--- src/logic/dbg_port_regs.svh ---
`ifndef DBG_PORT_REGS_SVH
`define DBG_PORT_REGS_SVH
// TAP instruction register
`define IR_WIDTH        4
`define IR_RESET_VAL    4'h1
`define IR_BYPASS       4'hf
`define IR_IDCODE       4'h1
`define IR_DBGCTL       4'h8
// Debug control register layout (loaded through the scan chain)
`define DCTL_WIDTH      4
`define DCTL_RESET_VAL  4'h0
`define DCTL_BR_TRACE   0
`define DCTL_TRIG_EN    1
`define DCTL_TRIG_MODE  2
`define DCTL_BREAK_SW   3
// Identity value, arbitrary
`define ID_VALUE        32'h0000_1001
`endif

--- src/logic/dbg_port_pkg.sv ---
package dbg_port_pkg;
  typedef enum logic [3:0] {
    TAP_RESET, TAP_IDLE, TAP_SEL_DR, TAP_CAP_DR, TAP_SHIFT_DR, TAP_EXIT1_DR,
    TAP_PAUSE_DR, TAP_EXIT2_DR, TAP_UPD_DR, TAP_SEL_IR, TAP_CAP_IR, TAP_SHIFT_IR,
    TAP_EXIT1_IR, TAP_PAUSE_IR, TAP_EXIT2_IR, TAP_UPD_IR
  } tap_state_t;

  typedef struct packed {
    logic tck;
    logic tms;
    logic tdi;
    logic trst_n;
  } tap_pins_t;

  typedef struct packed {
    logic sdram_rd;
    logic sdram_wr;
    logic code_fetch;
    logic src_cpu;
    logic src_pci;
    logic src_dma;
    logic gp_memory_read_strobe;
    logic boot_memory_read_strobe;
    logic rom_or_cs_fetch;
    logic sdram_data_valid;
  } mem_status_t;
endpackage : dbg_port_pkg

--- src/logic/pin_sync.sv ---
`timescale 1ns/1ps
module pin_sync #(
  parameter int          WIDTH = 1,
  parameter logic [WIDTH-1:0] INIT = '0
) (
  input  wire logic             clock, // System clock
  input  wire logic             rst,   // Async reset
  input  wire logic [WIDTH-1:0] d,     // Asynchronous inputs
  output logic      [WIDTH-1:0] q      // Synchronised outputs
);
  logic [WIDTH-1:0] meta_ff;
  logic [WIDTH-1:0] q_ff;

  always_ff @(posedge clock or posedge rst)
    if (rst)
    begin
      meta_ff <= INIT;
      q_ff    <= INIT;
    end
    else
    begin
      meta_ff <= d;
      q_ff    <= meta_ff;
    end

  assign q = q_ff;
endmodule : pin_sync

--- src/logic/tap_fsm.sv ---
`timescale 1ns/1ps
module tap_fsm
  import dbg_port_pkg::*;
(
  input  wire logic       clock,    // System clock
  input  wire logic       rst,      // Async reset
  input  wire logic       tap_rst,  // Synchronous TAP reset
  input  wire logic       tck_rise, // Test clock rising edge
  input  wire logic       tms,      // Synced mode select
  output dbg_port_pkg::tap_state_t state // Current TAP state
);
  tap_state_t state_ff;
  tap_state_t nxt_state;

  // ----------------------------------------------------------------
  // Standard state sequence
  // ----------------------------------------------------------------
  always_comb
  begin
    nxt_state = state_ff;
    case (state_ff)
      TAP_RESET:    nxt_state = tms ? TAP_RESET    : TAP_IDLE;
      TAP_IDLE:     nxt_state = tms ? TAP_SEL_DR   : TAP_IDLE;
      TAP_SEL_DR:   nxt_state = tms ? TAP_SEL_IR   : TAP_CAP_DR;
      TAP_CAP_DR:   nxt_state = tms ? TAP_EXIT1_DR : TAP_SHIFT_DR;
      TAP_SHIFT_DR: nxt_state = tms ? TAP_EXIT1_DR : TAP_SHIFT_DR;
      TAP_EXIT1_DR: nxt_state = tms ? TAP_UPD_DR   : TAP_PAUSE_DR;
      TAP_PAUSE_DR: nxt_state = tms ? TAP_EXIT2_DR : TAP_PAUSE_DR;
      TAP_EXIT2_DR: nxt_state = tms ? TAP_UPD_DR   : TAP_SHIFT_DR;
      TAP_UPD_DR:   nxt_state = tms ? TAP_SEL_DR   : TAP_IDLE;
      TAP_SEL_IR:   nxt_state = tms ? TAP_RESET    : TAP_CAP_IR;
      TAP_CAP_IR:   nxt_state = tms ? TAP_EXIT1_IR : TAP_SHIFT_IR;
      TAP_SHIFT_IR: nxt_state = tms ? TAP_EXIT1_IR : TAP_SHIFT_IR;
      TAP_EXIT1_IR: nxt_state = tms ? TAP_UPD_IR   : TAP_PAUSE_IR;
      TAP_PAUSE_IR: nxt_state = tms ? TAP_EXIT2_IR : TAP_PAUSE_IR;
      TAP_EXIT2_IR: nxt_state = tms ? TAP_UPD_IR   : TAP_SHIFT_IR;
      TAP_UPD_IR:   nxt_state = tms ? TAP_SEL_DR   : TAP_IDLE;
      default:      nxt_state = TAP_RESET;
    endcase
  end

  always_ff @(posedge clock or posedge rst)
    if (rst)
      state_ff <= TAP_RESET;
    else if (tap_rst)
      state_ff <= TAP_RESET;
    else if (tck_rise)
      state_ff <= nxt_state;

  assign state = state_ff;

  // ----------------------------------------------------------------
  // Checks
  // ----------------------------------------------------------------
  property p_tap_held_reset;
    @(posedge clock) disable iff (rst) tap_rst |=> state_ff == TAP_RESET;
  endproperty
  a_tap_held_reset: assert property (p_tap_held_reset)
    else $error("TAP left reset while test reset active");

  property p_tap_five_ones;
    @(posedge clock) disable iff (rst)
      (tck_rise && tms && !tap_rst && state_ff == TAP_SEL_IR) |=> state_ff == TAP_RESET;
  endproperty
  a_tap_five_ones: assert property (p_tap_five_ones)
    else $error("TAP did not return to reset from select IR");

  property p_tap_hold_no_edge;
    @(posedge clock) disable iff (rst) (!tck_rise && !tap_rst) |=> $stable(state_ff);
  endproperty
  a_tap_hold_no_edge: assert property (p_tap_hold_no_edge)
    else $error("TAP moved without a test clock rise");
endmodule : tap_fsm

--- src/logic/debug_test_status_port.sv ---
`timescale 1ns/1ps
`include "dbg_port_regs.svh"
module debug_test_status_port
  import dbg_port_pkg::*;
(
  input  wire logic                    clock,                   // System clock 100 MHz
  input  wire logic                    rst,                     // Async reset, active high
  input  wire dbg_port_pkg::tap_pins_t tap_pins,                // Test clock, mode, data, reset
  input  wire logic                    tms_driven,              // Mode select has a driver
  input  wire logic                    tdi_driven,              // Data input has a driver
  input  wire logic                    trst_driven,             // Test reset has a driver
  output logic                         tdo_o,                   // Test data output value
  output logic                         tdo_oe,                  // Test data output enable
  input  wire logic                    break_req_trace_ctl,     // Break request or trace control pin
  output logic                         command_done_ack,        // Ready for next command
  output logic                         stop_tx,                 // Stop/transmit
  output logic                         trigger_trace_out,       // Trigger or trace status
  output logic                         debug_mode,              // Core held in debug mode
  input  wire logic                    cmd_start,               // Emulator starts a command
  input  wire logic                    cmd_done,                // Emulator command finished
  input  wire logic                    resume,                  // Leave debug mode
  input  wire logic                    tx_pending,              // Data waiting for host
  input  wire logic                    trigger_event,           // Debug register trigger hit
  input  wire dbg_port_pkg::mem_status_t mem_status,            // Memory cycle status
  output logic                         sdram_code_fetch_flag,   // SDRAM fetch/source flag
  output logic                         rom_cs_code_fetch_flag,  // ROM/chip-select fetch flag
  output logic                         sdram_data_latch_strobe, // Data latch strobe
  output logic                         trace_on                 // Trace capture status
);
  // ----------------------------------------------------------------
  // Pin synchronisers
  // ----------------------------------------------------------------
  // Driven flags are pins too, so pulls apply only after the flops
  logic [7:0] sync_q;
  pin_sync #(.WIDTH(8), .INIT(8'h77)) u_sync (
    .clock (clock),
    .rst   (rst),
    .d     ({tap_pins.tck, tap_pins.tms, tap_pins.tdi, tap_pins.trst_n, break_req_trace_ctl,
             tms_driven, tdi_driven, trst_driven}),
    .q     (sync_q)
  );
  wire tck_s  = sync_q[7];
  wire tms_s  = sync_q[2] ? sync_q[6] : 1'b1;
  wire tdi_s  = sync_q[1] ? sync_q[5] : 1'b1;
  wire trst_s = sync_q[0] ? sync_q[4] : 1'b0;
  wire brk_s  = sync_q[3];

  logic tck_d_ff;
  logic brk_d_ff;
  always_ff @(posedge clock or posedge rst)
    if (rst)
    begin
      tck_d_ff <= 1'b0;
      brk_d_ff <= 1'b0;
    end
    else
    begin
      tck_d_ff <= tck_s;
      brk_d_ff <= brk_s;
    end

  wire tck_rise = tck_s & ~tck_d_ff;
  wire tck_fall = ~tck_s & tck_d_ff;
  wire brk_rise = brk_s & ~brk_d_ff;
  wire tap_rst  = ~trst_s;

  // ----------------------------------------------------------------
  // TAP controller
  // ----------------------------------------------------------------
  tap_state_t state;
  tap_fsm u_fsm (
    .clock    (clock),
    .rst      (rst),
    .tap_rst  (tap_rst),
    .tck_rise (tck_rise),
    .tms      (tms_s),
    .state    (state)
  );

  wire in_shift_dr = (state == TAP_SHIFT_DR);
  wire in_shift_ir = (state == TAP_SHIFT_IR);

  logic [`IR_WIDTH-1:0]   ir_ff;
  logic [`IR_WIDTH-1:0]   ir_sr_ff;
  logic [31:0]            dr_sr_ff;
  logic [`DCTL_WIDTH-1:0] dctl_ff;

  wire sel_id   = (ir_ff == `IR_IDCODE);
  wire sel_dctl = (ir_ff == `IR_DBGCTL);
  wire [31:0] dr_capture = sel_id   ? `ID_VALUE :
                           sel_dctl ? {28'h0, dctl_ff} : 32'h0;
  // Bypass and control use the low bits; the selected instruction sets the window
  wire [31:0] dr_shifted = sel_id   ? {tdi_s, dr_sr_ff[31:1]} :
                           sel_dctl ? {28'h0, tdi_s, dr_sr_ff[3:1]} :
                                      {31'h0, tdi_s};

  always_ff @(posedge clock or posedge rst)
    if (rst)
    begin
      ir_ff    <= `IR_RESET_VAL;
      ir_sr_ff <= `IR_RESET_VAL;
      dr_sr_ff <= 32'h0;
      dctl_ff  <= `DCTL_RESET_VAL;
    end
    else if (tap_rst || (state == TAP_RESET))
    begin
      ir_ff    <= `IR_RESET_VAL;
      ir_sr_ff <= `IR_RESET_VAL;
      dctl_ff  <= `DCTL_RESET_VAL;
    end
    else if (tck_rise)
    begin
      case (state)
        TAP_CAP_IR:   ir_sr_ff <= `IR_RESET_VAL;
        TAP_SHIFT_IR: ir_sr_ff <= {tdi_s, ir_sr_ff[`IR_WIDTH-1:1]};
        TAP_UPD_IR:   ir_ff    <= ir_sr_ff;
        TAP_CAP_DR:   dr_sr_ff <= dr_capture;
        TAP_SHIFT_DR: dr_sr_ff <= dr_shifted;
        TAP_UPD_DR:   if (sel_dctl) dctl_ff <= dr_sr_ff[`DCTL_WIDTH-1:0];
        default:      dctl_ff  <= dctl_ff;
      endcase
    end

  // ----------------------------------------------------------------
  // Test data output
  // ----------------------------------------------------------------
  logic tdo_ff;
  logic tdo_oe_ff;
  wire  tdo_bit = in_shift_ir ? ir_sr_ff[0] : dr_sr_ff[0];

  always_ff @(posedge clock or posedge rst)
    if (rst)
    begin
      tdo_ff    <= 1'b0;
      tdo_oe_ff <= 1'b0;
    end
    else if (tap_rst)
    begin
      tdo_ff    <= 1'b0;
      tdo_oe_ff <= 1'b0;
    end
    else if (tck_fall)
    begin
      tdo_ff    <= tdo_bit;
      tdo_oe_ff <= in_shift_dr | in_shift_ir;
    end

  assign tdo_o  = tdo_ff;
  assign tdo_oe = tdo_oe_ff;

  // ----------------------------------------------------------------
  // Debug handshake
  // ----------------------------------------------------------------
  logic debug_mode_ff;
  logic ready_ff;
  logic trace_ff;
  logic stop_ff;
  logic trig_ff;

  wire brk_as_trace = dctl_ff[`DCTL_BR_TRACE];
  wire enter_dbg = (brk_rise & ~brk_as_trace) | (dctl_ff[`DCTL_BREAK_SW] & ~debug_mode_ff);

  always_ff @(posedge clock or posedge rst)
    if (rst)
    begin
      debug_mode_ff <= 1'b0;
      ready_ff      <= 1'b1;
      trace_ff      <= 1'b0;
    end
    else
    begin
      if (enter_dbg)
        debug_mode_ff <= 1'b1;
      else if (resume && ready_ff)
        debug_mode_ff <= 1'b0;
      if (cmd_start && ready_ff)
        ready_ff <= 1'b0;
      else if (cmd_done)
        ready_ff <= 1'b1;
      if (brk_rise && brk_as_trace)
        trace_ff <= ~trace_ff;
    end

  wire nxt_stop = debug_mode_ff | enter_dbg | tx_pending;
  wire nxt_trig = ~dctl_ff[`DCTL_TRIG_EN] ? 1'b0 :
                  dctl_ff[`DCTL_TRIG_MODE] ? trace_ff : trigger_event;

  always_ff @(posedge clock or posedge rst)
    if (rst)
    begin
      stop_ff <= 1'b0;
      trig_ff <= 1'b0;
    end
    else
    begin
      stop_ff <= nxt_stop;
      trig_ff <= nxt_trig;
    end

  assign command_done_ack  = ready_ff;
  assign stop_tx           = stop_ff;
  assign trigger_trace_out = trig_ff;
  assign debug_mode        = debug_mode_ff;
  assign trace_on          = trace_ff;

  // ----------------------------------------------------------------
  // System test status
  // ----------------------------------------------------------------
  // read fetch; write source
  wire nxt_sdram_cf = mem_status.sdram_rd ? ~mem_status.code_fetch :
                      mem_status.sdram_wr ? (mem_status.src_dma | mem_status.src_pci) : 1'b1;
  wire rom_rd     = mem_status.gp_memory_read_strobe | mem_status.boot_memory_read_strobe;
  wire nxt_rom_cf = ~(rom_rd & mem_status.rom_or_cs_fetch);

  logic sdram_cf_ff;
  logic rom_cf_ff;
  logic strobe_ff;
  always_ff @(posedge clock or posedge rst)
    if (rst)
    begin
      sdram_cf_ff <= 1'b1;
      rom_cf_ff   <= 1'b1;
      strobe_ff   <= 1'b0;
    end
    else
    begin
      sdram_cf_ff <= nxt_sdram_cf;
      rom_cf_ff   <= nxt_rom_cf;
      strobe_ff   <= mem_status.sdram_data_valid;
    end

  assign sdram_code_fetch_flag   = sdram_cf_ff;
  assign rom_cs_code_fetch_flag  = rom_cf_ff;
  assign sdram_data_latch_strobe = strobe_ff;

  // ----------------------------------------------------------------
  // Checks
  // ----------------------------------------------------------------
  property p_tdo_float;
    @(posedge clock) disable iff (rst)
      (tck_fall && !in_shift_dr && !in_shift_ir) |=> !tdo_oe;
  endproperty
  a_tdo_float: assert property (p_tdo_float)
    else $error("Data output driven outside shift");

  property p_ack_low_busy;
    @(posedge clock) disable iff (rst)
      (cmd_start && command_done_ack && !cmd_done) |=> !command_done_ack;
  endproperty
  a_ack_low_busy: assert property (p_ack_low_busy)
    else $error("Acknowledge not low after command start");

  property p_ack_back;
    @(posedge clock) disable iff (rst) (cmd_done && !command_done_ack) |=> command_done_ack;
  endproperty
  a_ack_back: assert property (p_ack_back)
    else $error("Acknowledge not high after completion");

  property p_break_stop;
    @(posedge clock) disable iff (rst)
      (brk_rise && !brk_as_trace) |=> (debug_mode && stop_tx);
  endproperty
  a_break_stop: assert property (p_break_stop)
    else $error("Break did not raise debug mode and stop");

  property p_tx_stop;
    @(posedge clock) disable iff (rst) tx_pending |=> stop_tx;
  endproperty
  a_tx_stop: assert property (p_tx_stop)
    else $error("Stop/transmit low with data pending");

  property p_trace_toggle;
    @(posedge clock) disable iff (rst)
      (brk_rise && brk_as_trace) |=> (trace_on != $past(trace_on) && !$changed(debug_mode));
  endproperty
  a_trace_toggle: assert property (p_trace_toggle)
    else $error("Trace capture did not toggle");

  property p_sdram_read;
    @(posedge clock) disable iff (rst)
      mem_status.sdram_rd |=> sdram_code_fetch_flag == !$past(mem_status.code_fetch);
  endproperty
  a_sdram_read: assert property (p_sdram_read)
    else $error("SDRAM fetch flag wrong on read");

  property p_sdram_write;
    @(posedge clock) disable iff (rst)
      (mem_status.sdram_wr && !mem_status.sdram_rd && mem_status.src_cpu
       && !mem_status.src_pci && !mem_status.src_dma) |=> !sdram_code_fetch_flag;
  endproperty
  a_sdram_write: assert property (p_sdram_write)
    else $error("SDRAM flag high on processor only write");

  property p_rom_high;
    @(posedge clock) disable iff (rst)
      !(mem_status.gp_memory_read_strobe || mem_status.boot_memory_read_strobe)
      |=> rom_cs_code_fetch_flag;
  endproperty
  a_rom_high: assert property (p_rom_high)
    else $error("ROM fetch flag low outside read");

  c_break:  cover property (@(posedge clock) disable iff (rst) brk_rise ##[1:4] debug_mode);
  c_cmd:    cover property (@(posedge clock) disable iff (rst)
                            !command_done_ack ##[1:20] command_done_ack);
  c_shift:  cover property (@(posedge clock) disable iff (rst) tdo_oe);
  c_romcf:  cover property (@(posedge clock) disable iff (rst) !rom_cs_code_fetch_flag);
endmodule : debug_test_status_port

--- config.mk ---
export PLATFORM = sky130hd
export DESIGN_NAME = debug_test_status_port
export DESIGN_NICKNAME = d
export VERILOG_FILES = /design/src/logic/dbg_port_pkg.sv /design/src/logic/pin_sync.sv /design/src/logic/tap_fsm.sv /design/src/logic/debug_test_status_port.sv
export VERILOG_INCLUDE_DIRS = /design/src /design/src/logic
export SDC_FILE = /design/constraint.sdc
export NUM_CORES = 1
export LEC_CHECK = 0
export ABC_AREA = 0
export BUFFER_PORTS_ARGS = -buffer_cell sky130_fd_sc_hd__buf_2
export CAP_MARGIN = 20
export CELL_PAD_IN_SITES_DETAIL_PLACEMENT = 1
export CELL_PAD_IN_SITES_GLOBAL_PLACEMENT = 1
export CORE_MARGIN = 2
export CORE_UTILIZATION = 45
export CTS_CLUSTER_SIZE = 10
export DETAILED_ROUTE_END_ITERATION = 16
export GPL_TIMING_DRIVEN = 0
export PLACE_DENSITY = 0.76
export SLEW_MARGIN = 5
export SYNTH_ARGS = -nofsm -noshare
export SYNTH_HDL_FRONTEND = slang
export SYNTH_SLANG_ARGS = --single-unit
--- constraint.sdc ---
create_clock -name clock -period 2.3 [get_ports clock]
set_input_delay 0.23 -clock clock [delete_from_list [all_inputs] [get_ports clock]]
set_output_delay 0.23 -clock clock [all_outputs]
set_load 0.005 [all_outputs]
# Yosys cells after proc, flatten, opt, wreduce, memory -nomap -nowiden
# Cells that the tools add are included.
dict set report word_totals {
  reg_bits 76
  inputBits 25
  output_inout_bits 10
  word_cells 126
}
dict set report classes {
  n_eq_ne 19
  muxes 46
  bitwise 22
  n_reduce_logical 20
}
# op n
set ops {}
lappend ops {{4-bit two-way mux} 17}
lappend ops {{32-bit one-hot mux with 2 select lines} 1}
lappend ops {{4-bit one-hot mux with 12 select lines} 1}
lappend ops {{4-bit == test, second input constant} 9}
lappend ops {{32-bit two-way mux} 1}
lappend ops {{1-bit two-way mux} 19}
lappend ops {{4-bit by 3-bit == test with 1-bit output, second input constant} 4}
lappend ops {{2-bit nonzero test} 7}
lappend ops {{13-bit two-way mux} 1}
lappend ops {{1-bit inverter} 10}
lappend ops {{4-bit by 1-bit == test with 1-bit output, second input constant} 2}
lappend ops {{4-bit by 2-bit == test with 1-bit output, second input constant} 2}
lappend ops {{4-bit one-hot mux with 2 select lines} 1}
lappend ops {{1-bit AND} 6}
lappend ops {{2-bit two-way mux} 3}
lappend ops {{3-bit two-way mux} 2}
lappend ops {{1-bit OR} 6}
lappend ops {{3-bit AND reduction} 2}
lappend ops {{4-bit zero test} 1}
lappend ops {{2-bit by 1-bit != test with 1-bit output, second input constant} 2}
lappend ops {{2-bit AND reduction} 2}
lappend ops {{2-bit OR reduction} 2}
lappend ops {{1-bit logical AND} 3}
lappend ops {{3-bit nonzero test} 1}
lappend ops {{2 further kinds} 2}

# Depth between registers and ports, before layout
# Gate-level depths: netlist of the first run.
dict set report depth {
  ltp_word 6
  depth_mapped 7
  depth_no_buf 4
}

# Cells and area by module
# From an unflattened synthesis of the first run, not the netlist that was laid out.
dict set report unflattened {
  cells_unflattened 255
  area_unflattened_um2 3198.1
}
# module n_inst cells_each area_each_um2 seq_area_each_um2
set by_module_without_submodules {}
lappend by_module_without_submodules {debug_test_status_port 1 190 2382.3 1407.6}
lappend by_module_without_submodules {pin_sync 1 17 419.2 415.4}
lappend by_module_without_submodules {tap_fsm 1 48 396.6 100.1}

# Worst setup path after synthesis of the first run
# No wires, ideal clock.
dict set report synth_path {
  kind {reg2reg}
  start {register u_fsm.state_ff[3] (netlist: u_fsm.state[3])}
  end {register dr_sr_ff[3]}
  setup_time_ps 126
  t_arrival_ps 1587
  required_time_ps 2174
  slack_ps 587
  stages_incl_launch_ff 7
  path_buffers 2
  synth_period_minus_slack_ps 1713
  path_cell_list {dfrtp_1 -> clkbuf_2 -> or4b_1 -> clkbuf_1 -> and3_1 -> a211oi_1 -> o21ai_1}
}
dict set report synth_via {
  elab_chain_cells 4
  word_cells_on_any_way 8
  cone_classes {eq/ne: 2; mux: 1; bitwise: 1; reduce/logical: 4}
}
# item line_no
set synth_lines {}
lappend synth_lines {{start, declared} tap_fsm.sv:12} ;# tap_state_t state_ff;
lappend synth_lines {{start signal, assigned} tap_fsm.sv:48} ;# state_ff <= nxt_state;
lappend synth_lines {{branches (longest 4 deep; another with 4-bit by 3-bit == test with 1-bit output)} n/a}
lappend synth_lines {{end signal, assigned} debug_test_status_port.sv:117} ;# TAP_CAP_DR: dr_sr_ff <= dr_capture;
lappend synth_lines {{end signal, assigned} debug_test_status_port.sv:118} ;# TAP_SHIFT_DR: dr_sr_ff <= dr_shifted;
lappend synth_lines {{end, declared} debug_test_status_port.sv:85} ;# logic [31:0] dr_sr_ff;
# Several ways; the timed one is not identified.
# A chain may end at the register's enable or synchronous reset.

# Final worst setup path of the first run
dict set report layout_path {
  start {register u_fsm.state_ff[0] (netlist: u_fsm.state[0])}
  end {register dr_sr_ff[22]}
}
# Same word-level chain as after synthesis.

==> results of run 1 <==
==> flip-flops by register name (all words and copies together) (netlist names), 4 cells and up <==
| signal | flops |
|---|---|
| dr_sr_ff | 32 |
| u_sync.meta_ff | 8 |
| u_sync.q | 8 |
| dctl_ff | 4 |
| ir_ff | 4 |
| ir_sr_ff | 4 |
| u_fsm.state | 4 |
==> cells by family after synthesis <==
| logic type | after synthesis |
|---|---|
| DFF | 76 |
| buffers and inverters | 28 |
| xor gates and xnor gates | 2 |
| AOI/OAI and AO/OA | 67 |
| muxes | 13 |
| and+or+nand+nor | 130 |
==> routing by layer <==
layer | track usage [%] | routed length (um) | up-vias | part of all wire, %
met5 | 0 | 0 | - | 0
met4 | 5.70 | 73 | 0 | 1.1
met3 | 5.08 | 210 | 7 | 3.0
met2 | 30.8 | 3280 | 39 | 47
met1 | 26.5 | 3340 | 1209 | 48
li1 | - | - | 1181 | -
==> Yosys cell counts, types with 3 or more instances <==
cell       n  area, um^2
mux2i_1   13         130
dfrtp_1   59        1480
o21ai_1    9        45.0
clkbuf_1   8        30.0
buf_6      3        33.8
a31oi_1    4        25.0
o21ai_0   30         150
nor2b_1   12        75.1
dfstp_2   17         447
nand2_1   61         229
inv_1      5        18.8
and3_1     4        25.0
a211oi_1   4        30.0
buf_2      8        40.0
nand3_1    5        25.0
nand2b_1   3        18.8
nor2_1    23        86.3
a21oi_1    7        35.0
==> final timing paths <==
path	startpoint	to	slack, ns
min in group asynchronous	rst	trace_on	0.38
max in group asynchronous	rst	rom_cs_code_fetch_flag	1.32
setup / recovery	u_fsm.state[0]	dr_sr_ff[22]	0.32
setup reg to reg	u_fsm.state[0]	dr_sr_ff[22]	0.32
hold reg to reg	u_sync.meta_ff[7]	u_sync.q[7]	0.36
hold / removal	cmd_start	command_done_ack	0.01
==> final cells by class <==
class                   instances  share of cell area, %
multi-input cells             212                   30.8
plain buffers                  23                   3.24
clock inverters                 5                   1.39
clock buffers                  11                   3.40
repair buffers                 44                   7.59
well taps                      99                   3.21
inverters                       5                  0.551
flip-flops and latches         76                   49.8
==> power breakdown <==
group	switching [uW]	leakage, uW	internal (uW)	total (uW)
registers	16.4	0.000978	1380	1390
clock network	471	0.0000971	499	970
logic	76.6	0.000600	61.1	138
==> critical path: cells and delay by family (launching register included) <==
| family | cells | cell delay (ns) |
|---|---|---|
| AND/OR/NAND/NOR | 3 | 0.73 |
| buffers and inverters | 3 | 0.59 |
| AO/OA/AOI/OAI | 1 | 0.15 |
| flip-flops | 1 | 0.43 |
==> per-stage QoR <==
step,cells,cell area [um^2],hold slack (ns)
floorplan,316,3250,0.234
global placement,448,3540,0.333
detailed placement,449,3570,0.207
CTS,475,3860,0.00184
global route,475,3860,0.00166
finish,475,3860,0.0148
==> reports/results.txt, run 1 <==
Post-Syn Area -> 0.00325 mm^2
Post-synthesis xor/xnor area fraction -> 0.538%
Largest net degree at the start of global routing -> 59
GPL Wtd Cong -> 0.760
Unrepaired setup endpoints after global routing -> false
Top-level I/O count -> 35
CP most frequent cell -> buf_2
Async SR Flop Fraction -> 100%
Final Total Pwr -> 2500 uW
Worst-margin pin slew -> 0.457 ns
N_diodes -> 0
Slew Limit Fails -> 0
WP data arrival -> 2.24 ns
Primary FF master, synth -> dfrtp_1
CTS tree -> done
Layout cell share with drive strength beyond 1 -> 22.1%
Tightest Hold Check Type -> in2reg
Total CTS buffers -> 9
Crit Path Category -> reg2reg
Main combinational cell family by area after synthesis -> simple AND/OR/NAND/NOR gates
Clock slew at reported path FFs -> 0.08 ns
CTS resizes -> 0
CTS H-tree depth -> 3
Synthesized netlist cell count -> 316
Setup crit start kind -> flop
Fin crit period -> 1.98 ns
Final Util -> 54.1%
Distinct cells, synth -> 47
Vias in the first global route -> 2509
Largest stage delay on the critical path -> 0.43 ns
Multi-input logic area -> 0.00119 mm^2
Fin Setup TNS -> 0 ns
Clk_skew -> 0.0141 ns
Postcts setup bufs -> 0
Number of fill cells -> 827
Simple-gate share of the synthesized area -> 19.8%
Worst-case reg-to-reg path depth -> 7
CTS root buffer -> clkbuf_8
WHS Path Cells -> 2
Via density -> 5.13
Residual DRC -> 0
Area grow syn2layout -> 18.6%
Finish-stage setup viols -> 0
Cells along the critical path -> buf_2, nor4b_2, and3_1, buf_4, buf_2, nand2_1, o21ai_0
Mux share of post-synthesis cell area -> 4.00%
TritonRoute pass-1 iters -> 4
Adder-Cell Fraction of Synth Area -> 0%
Initial antenna violation count -> 0
Peak fanout along the critical path -> 10
Final WS setup -> 0.316 ns
Commonest non-fill, non-tap cell in the layout -> nand2_1
Pleak -> 0.00167 uW
Syn nets -> 341
WP data required -> 2.55 ns
Clock insertion delay at the later pin of the skew report -> 0.35 ns
Mean Syn Cell Area -> 10.3 um^2
Ys Warns -> 0
Final Routed Wirelength -> 6900 um
Status -> complete, no violations
Die area -> 0.00793 mm^2
Hold Buf Count CTS -> 10
Core area -> 0.00714 mm^2
FMAX -> 0.504 GHz
Pre-CTS WS -> 0.343 ns
DPL Wire Length -> 4700 um
Vias -> 2436
Die X -> 89.0 um
Max capacitance violation total -> 0
Rel. slew slack -> 69.4%
Count of nets after finishing -> 396
GRT overflow -> 0
Final Cycle Share -> 86.3%
Global-route wire length before repair -> 11800 um
Post-DRT Antenna Nets -> 0
Clk sinks -> 76
FF+latch area -> 0.00192 mm^2
Tot GR Track Use -> 19.4%
FP Rows -> 31
Starting Density -> 45.6%
Critical Path Slowest Stage Cell -> dfrtp_1
Peak VDD IR -> 0.000411 V
Port Buffers -> 33
P per Cell Area -> 648 mW/mm^2
Most frequent cells in the layout -> nand2_1, dfrtp_1, buf_2
Synth Area in Compound Gates -> 12.2%
DR iter-0 viols -> 86
WL per Instance -> 14.5 um
Final hold vios -> 0
EDFF count, synth -> 0
Die height -> 89.0 um
Crit. End Element -> flop
Sequential-to-total area share from yosys stat -> 59.1%
Register bit total from synthesis -> 76
CTS max path bufs -> 2
Power figures use the tool's default switching activity.
==> run 2, diff against run 1 <==
Settings changed: CELL_PAD_IN_SITES_DETAIL_PLACEMENT 1 to default, CELL_PAD_IN_SITES_GLOBAL_PLACEMENT 1 to default, CORE_UTILIZATION 45 to 50, CTS_CLUSTER_DIAMETER from default to 50, PLACE_DENSITY 0.76 to 0.68, RECOVER_POWER from default to 50.
==> run 2 against run 1 <==
Compared with the run above:
- via count down 2.5%
- combinational power down 7%
- routed wire length down 13%
- final area down 0.94%
- die area down 9.6%
- first-iteration DRC count up 84%
- sequential power about the same
- utilization up 6.5 points
- sequential cell count unchanged
- critical path depth down 1
- sequential share of layout area up 0.47 points
- critical path type unchanged
- critical endpoint is now dr_sr_ff[3]
- largest cell class unchanged
- largest power group unchanged
==> reports/results.txt, run 2 (synthesis gave the netlist of run 1 again) <==
Pre-CTS WS -> 0.358 ns
Area after DPL -> 0.00355 mm^2
Die height -> 84.7 um
Max capacitance violation total -> 0
FF-to-FF End -> dr_sr_ff[3]
Finish-stage setup viols -> 0
Vias -> 2374
Commonest non-fill, non-tap cell in the layout -> nand2_1
Cells along the critical path -> clkbuf_2, or4b_1, clkbuf_1, and3_1, a211oi_1, o21ai_1
Number of fill cells -> 564
Worst r2r src -> u_fsm.state[3]
Most frequent cells in the layout -> nand2_1, dfrtp_1, buf_2
Post-DRT Antenna Nets -> 0
Flop2flop setup slack -> 0.32 ns
Hold path startpoint -> mem_status[7]
Port Buffers -> 33
Layout cell share with drive strength beyond 1 -> 21.8%
Crit. End Element -> flop
Starting Density -> 51.5%
Via density -> 5.24
Slew Limit Fails -> 0
Setup crit start kind -> flop
Rel. slew slack -> 40.9%
Post-route cell area -> 0.00382 mm^2
Area grow syn2layout -> 17.5%
Die X -> 84.7 um
Unrepaired setup endpoints after global routing -> false
CTS H-tree depth -> 3
WL per Instance -> 13.3 um
Core area -> 0.00631 mm^2
Crit Path Category -> reg2reg
Hold Buf Count CTS -> 10
Global-route wire length before repair -> 10600 um
WHS Path Cells -> 2
Residual DRC -> 0
Final Cycle Share -> 86.0%
Final hold vios -> 0
GRT overflow -> 0
Initial antenna violation count -> 0
CTS resizes -> 0
P per Cell Area -> 656 mW/mm^2
CTS tree -> done
Critical Path Slowest Stage Cell -> or4b_1
FP Rows -> 29
Count of nets after finishing -> 396
WP data required -> 2.52 ns
Largest net degree at the start of global routing -> 57
Vias in the first global route -> 2283
Tot GR Track Use -> 18.6%
TritonRoute pass-1 iters -> 4
DPL Wire Length -> 3970 um
Top-level I/O count -> 35
Reg with most FFs -> dr_sr_ff
FMAX -> 0.506 GHz
Pleak -> 0.00167 uW
Die area -> 0.00717 mm^2
Clock slew at reported path FFs -> 0.08 ns
GPL Wtd Cong -> 0.855
CTS max path bufs -> 2
Fin crit period -> 1.98 ns
Clock insertion delay at the later pin of the skew report -> 0.34 ns
Postcts setup bufs -> 0
CTS root buffer -> clkbuf_8
Hold slack -> 0.0254 ns
Peak fanout along the critical path -> 8
Worst-margin pin slew -> 0.881 ns
Largest register FFs -> 32
DR iter-0 viols -> 158
Clk_skew -> 0.0120 ns
Peak VDD IR -> 0.000390 V
Clk sinks -> 76
Tightest Hold Check Type -> in2reg
Final Routed Wirelength -> 6020 um
Largest stage delay on the critical path -> 0.53 ns
Status -> complete, no violations
Hold EP -> sdram_code_fetch_flag
Worst-case reg-to-reg path depth -> 6
N_diodes -> 0
WP data arrival -> 2.20 ns
Final WS setup -> 0.323 ns
Total CTS buffers -> 9
==> run 2: cell types whose count changed in the layout (fill, tap and decap cells not counted), sizes merged <==
cell / previous run / this run
clkbuf: 21 / 25
buf: 47 / 45
inv: 5 / 4
clkinv: 4 / 3
clkinvlp: 0 / 1
bufinv: 1 / 0
==> run 2: worst max path at each step <==
stage	from	slack, ns	to
after floorplan	rst	0.16	brk_d_ff
after global placement	rst	-0.79	stop_tx
after detailed placement	u_fsm.state[0]	0.36	dr_sr_ff[14]
after CTS	u_fsm.state[0]	0.33	dr_sr_ff[14]
after global routing	rst	0.19	ir_ff[3]
final	u_fsm.state[3]	0.32	dr_sr_ff[3]
==> run 2: report_power, final <==
part           internal [uW]  switching [uW]  leakage, uW
logic                   56.6            71.8     0.000584
registers               1380            14.6     0.000977
clock network            516             471     0.000105
total                   1950             557      0.00167
==> run 2: cell type report <==
| cell class | count | area [um^2] | area share [%] |
|---|---|---|---|
| sequential | 76 | 1920 | 50.3 |
| multi-input combinational | 212 | 1190 | 31.1 |
| timing repair buffer | 44 | 272 | 7.10 |
| clock buffer | 13 | 180 | 4.71 |
| buffer | 23 | 125 | 3.27 |
| tap | 77 | 96.3 | 2.52 |
| inverter | 5 | 20.0 | 0.524 |
| clock inverter | 3 | 18.8 | 0.491 |
==> run 2: critical path: cells and delay by family, from the launching register on <==
kind / cells / cell delay, ns
DFF: 1 / 0.37
AOI/OAI and AO/OA: 2 / 0.39
buffers and inverters: 2 / 0.36
and+or+nand+nor: 2 / 0.74
==> run 2: layer usage <==
layer  vias to the layer above  global-route usage [%]  part of all wire, %
met5                         -                       0                    0
met4                         0                    7.79                  1.3
met3                         8                    3.83                  3.5
met2                        40                    28.1                   45
met1                      1141                    26.3                   50
li1                       1185                       -                    -
==> run 2: stage by stage <==
| stage | utilization (%) | power [uW] | std cells | setup TNS, ns |
|---|---|---|---|---|
| 2_1_floorplan | - | 1480 | 316 | 0 |
| 3_3_place_gp | 55.7 | 1530 | 426 | -47.07 |
| 3_5_place_dp | 56.2 | 1540 | 427 | 0 |
| 4_1_cts | 60.9 | 2540 | 453 | 0 |
| 5_1_grt | 60.5 | 2620 | 453 | 0 |
| 6_report | 60.5 | 2510 | 453 | 0 |
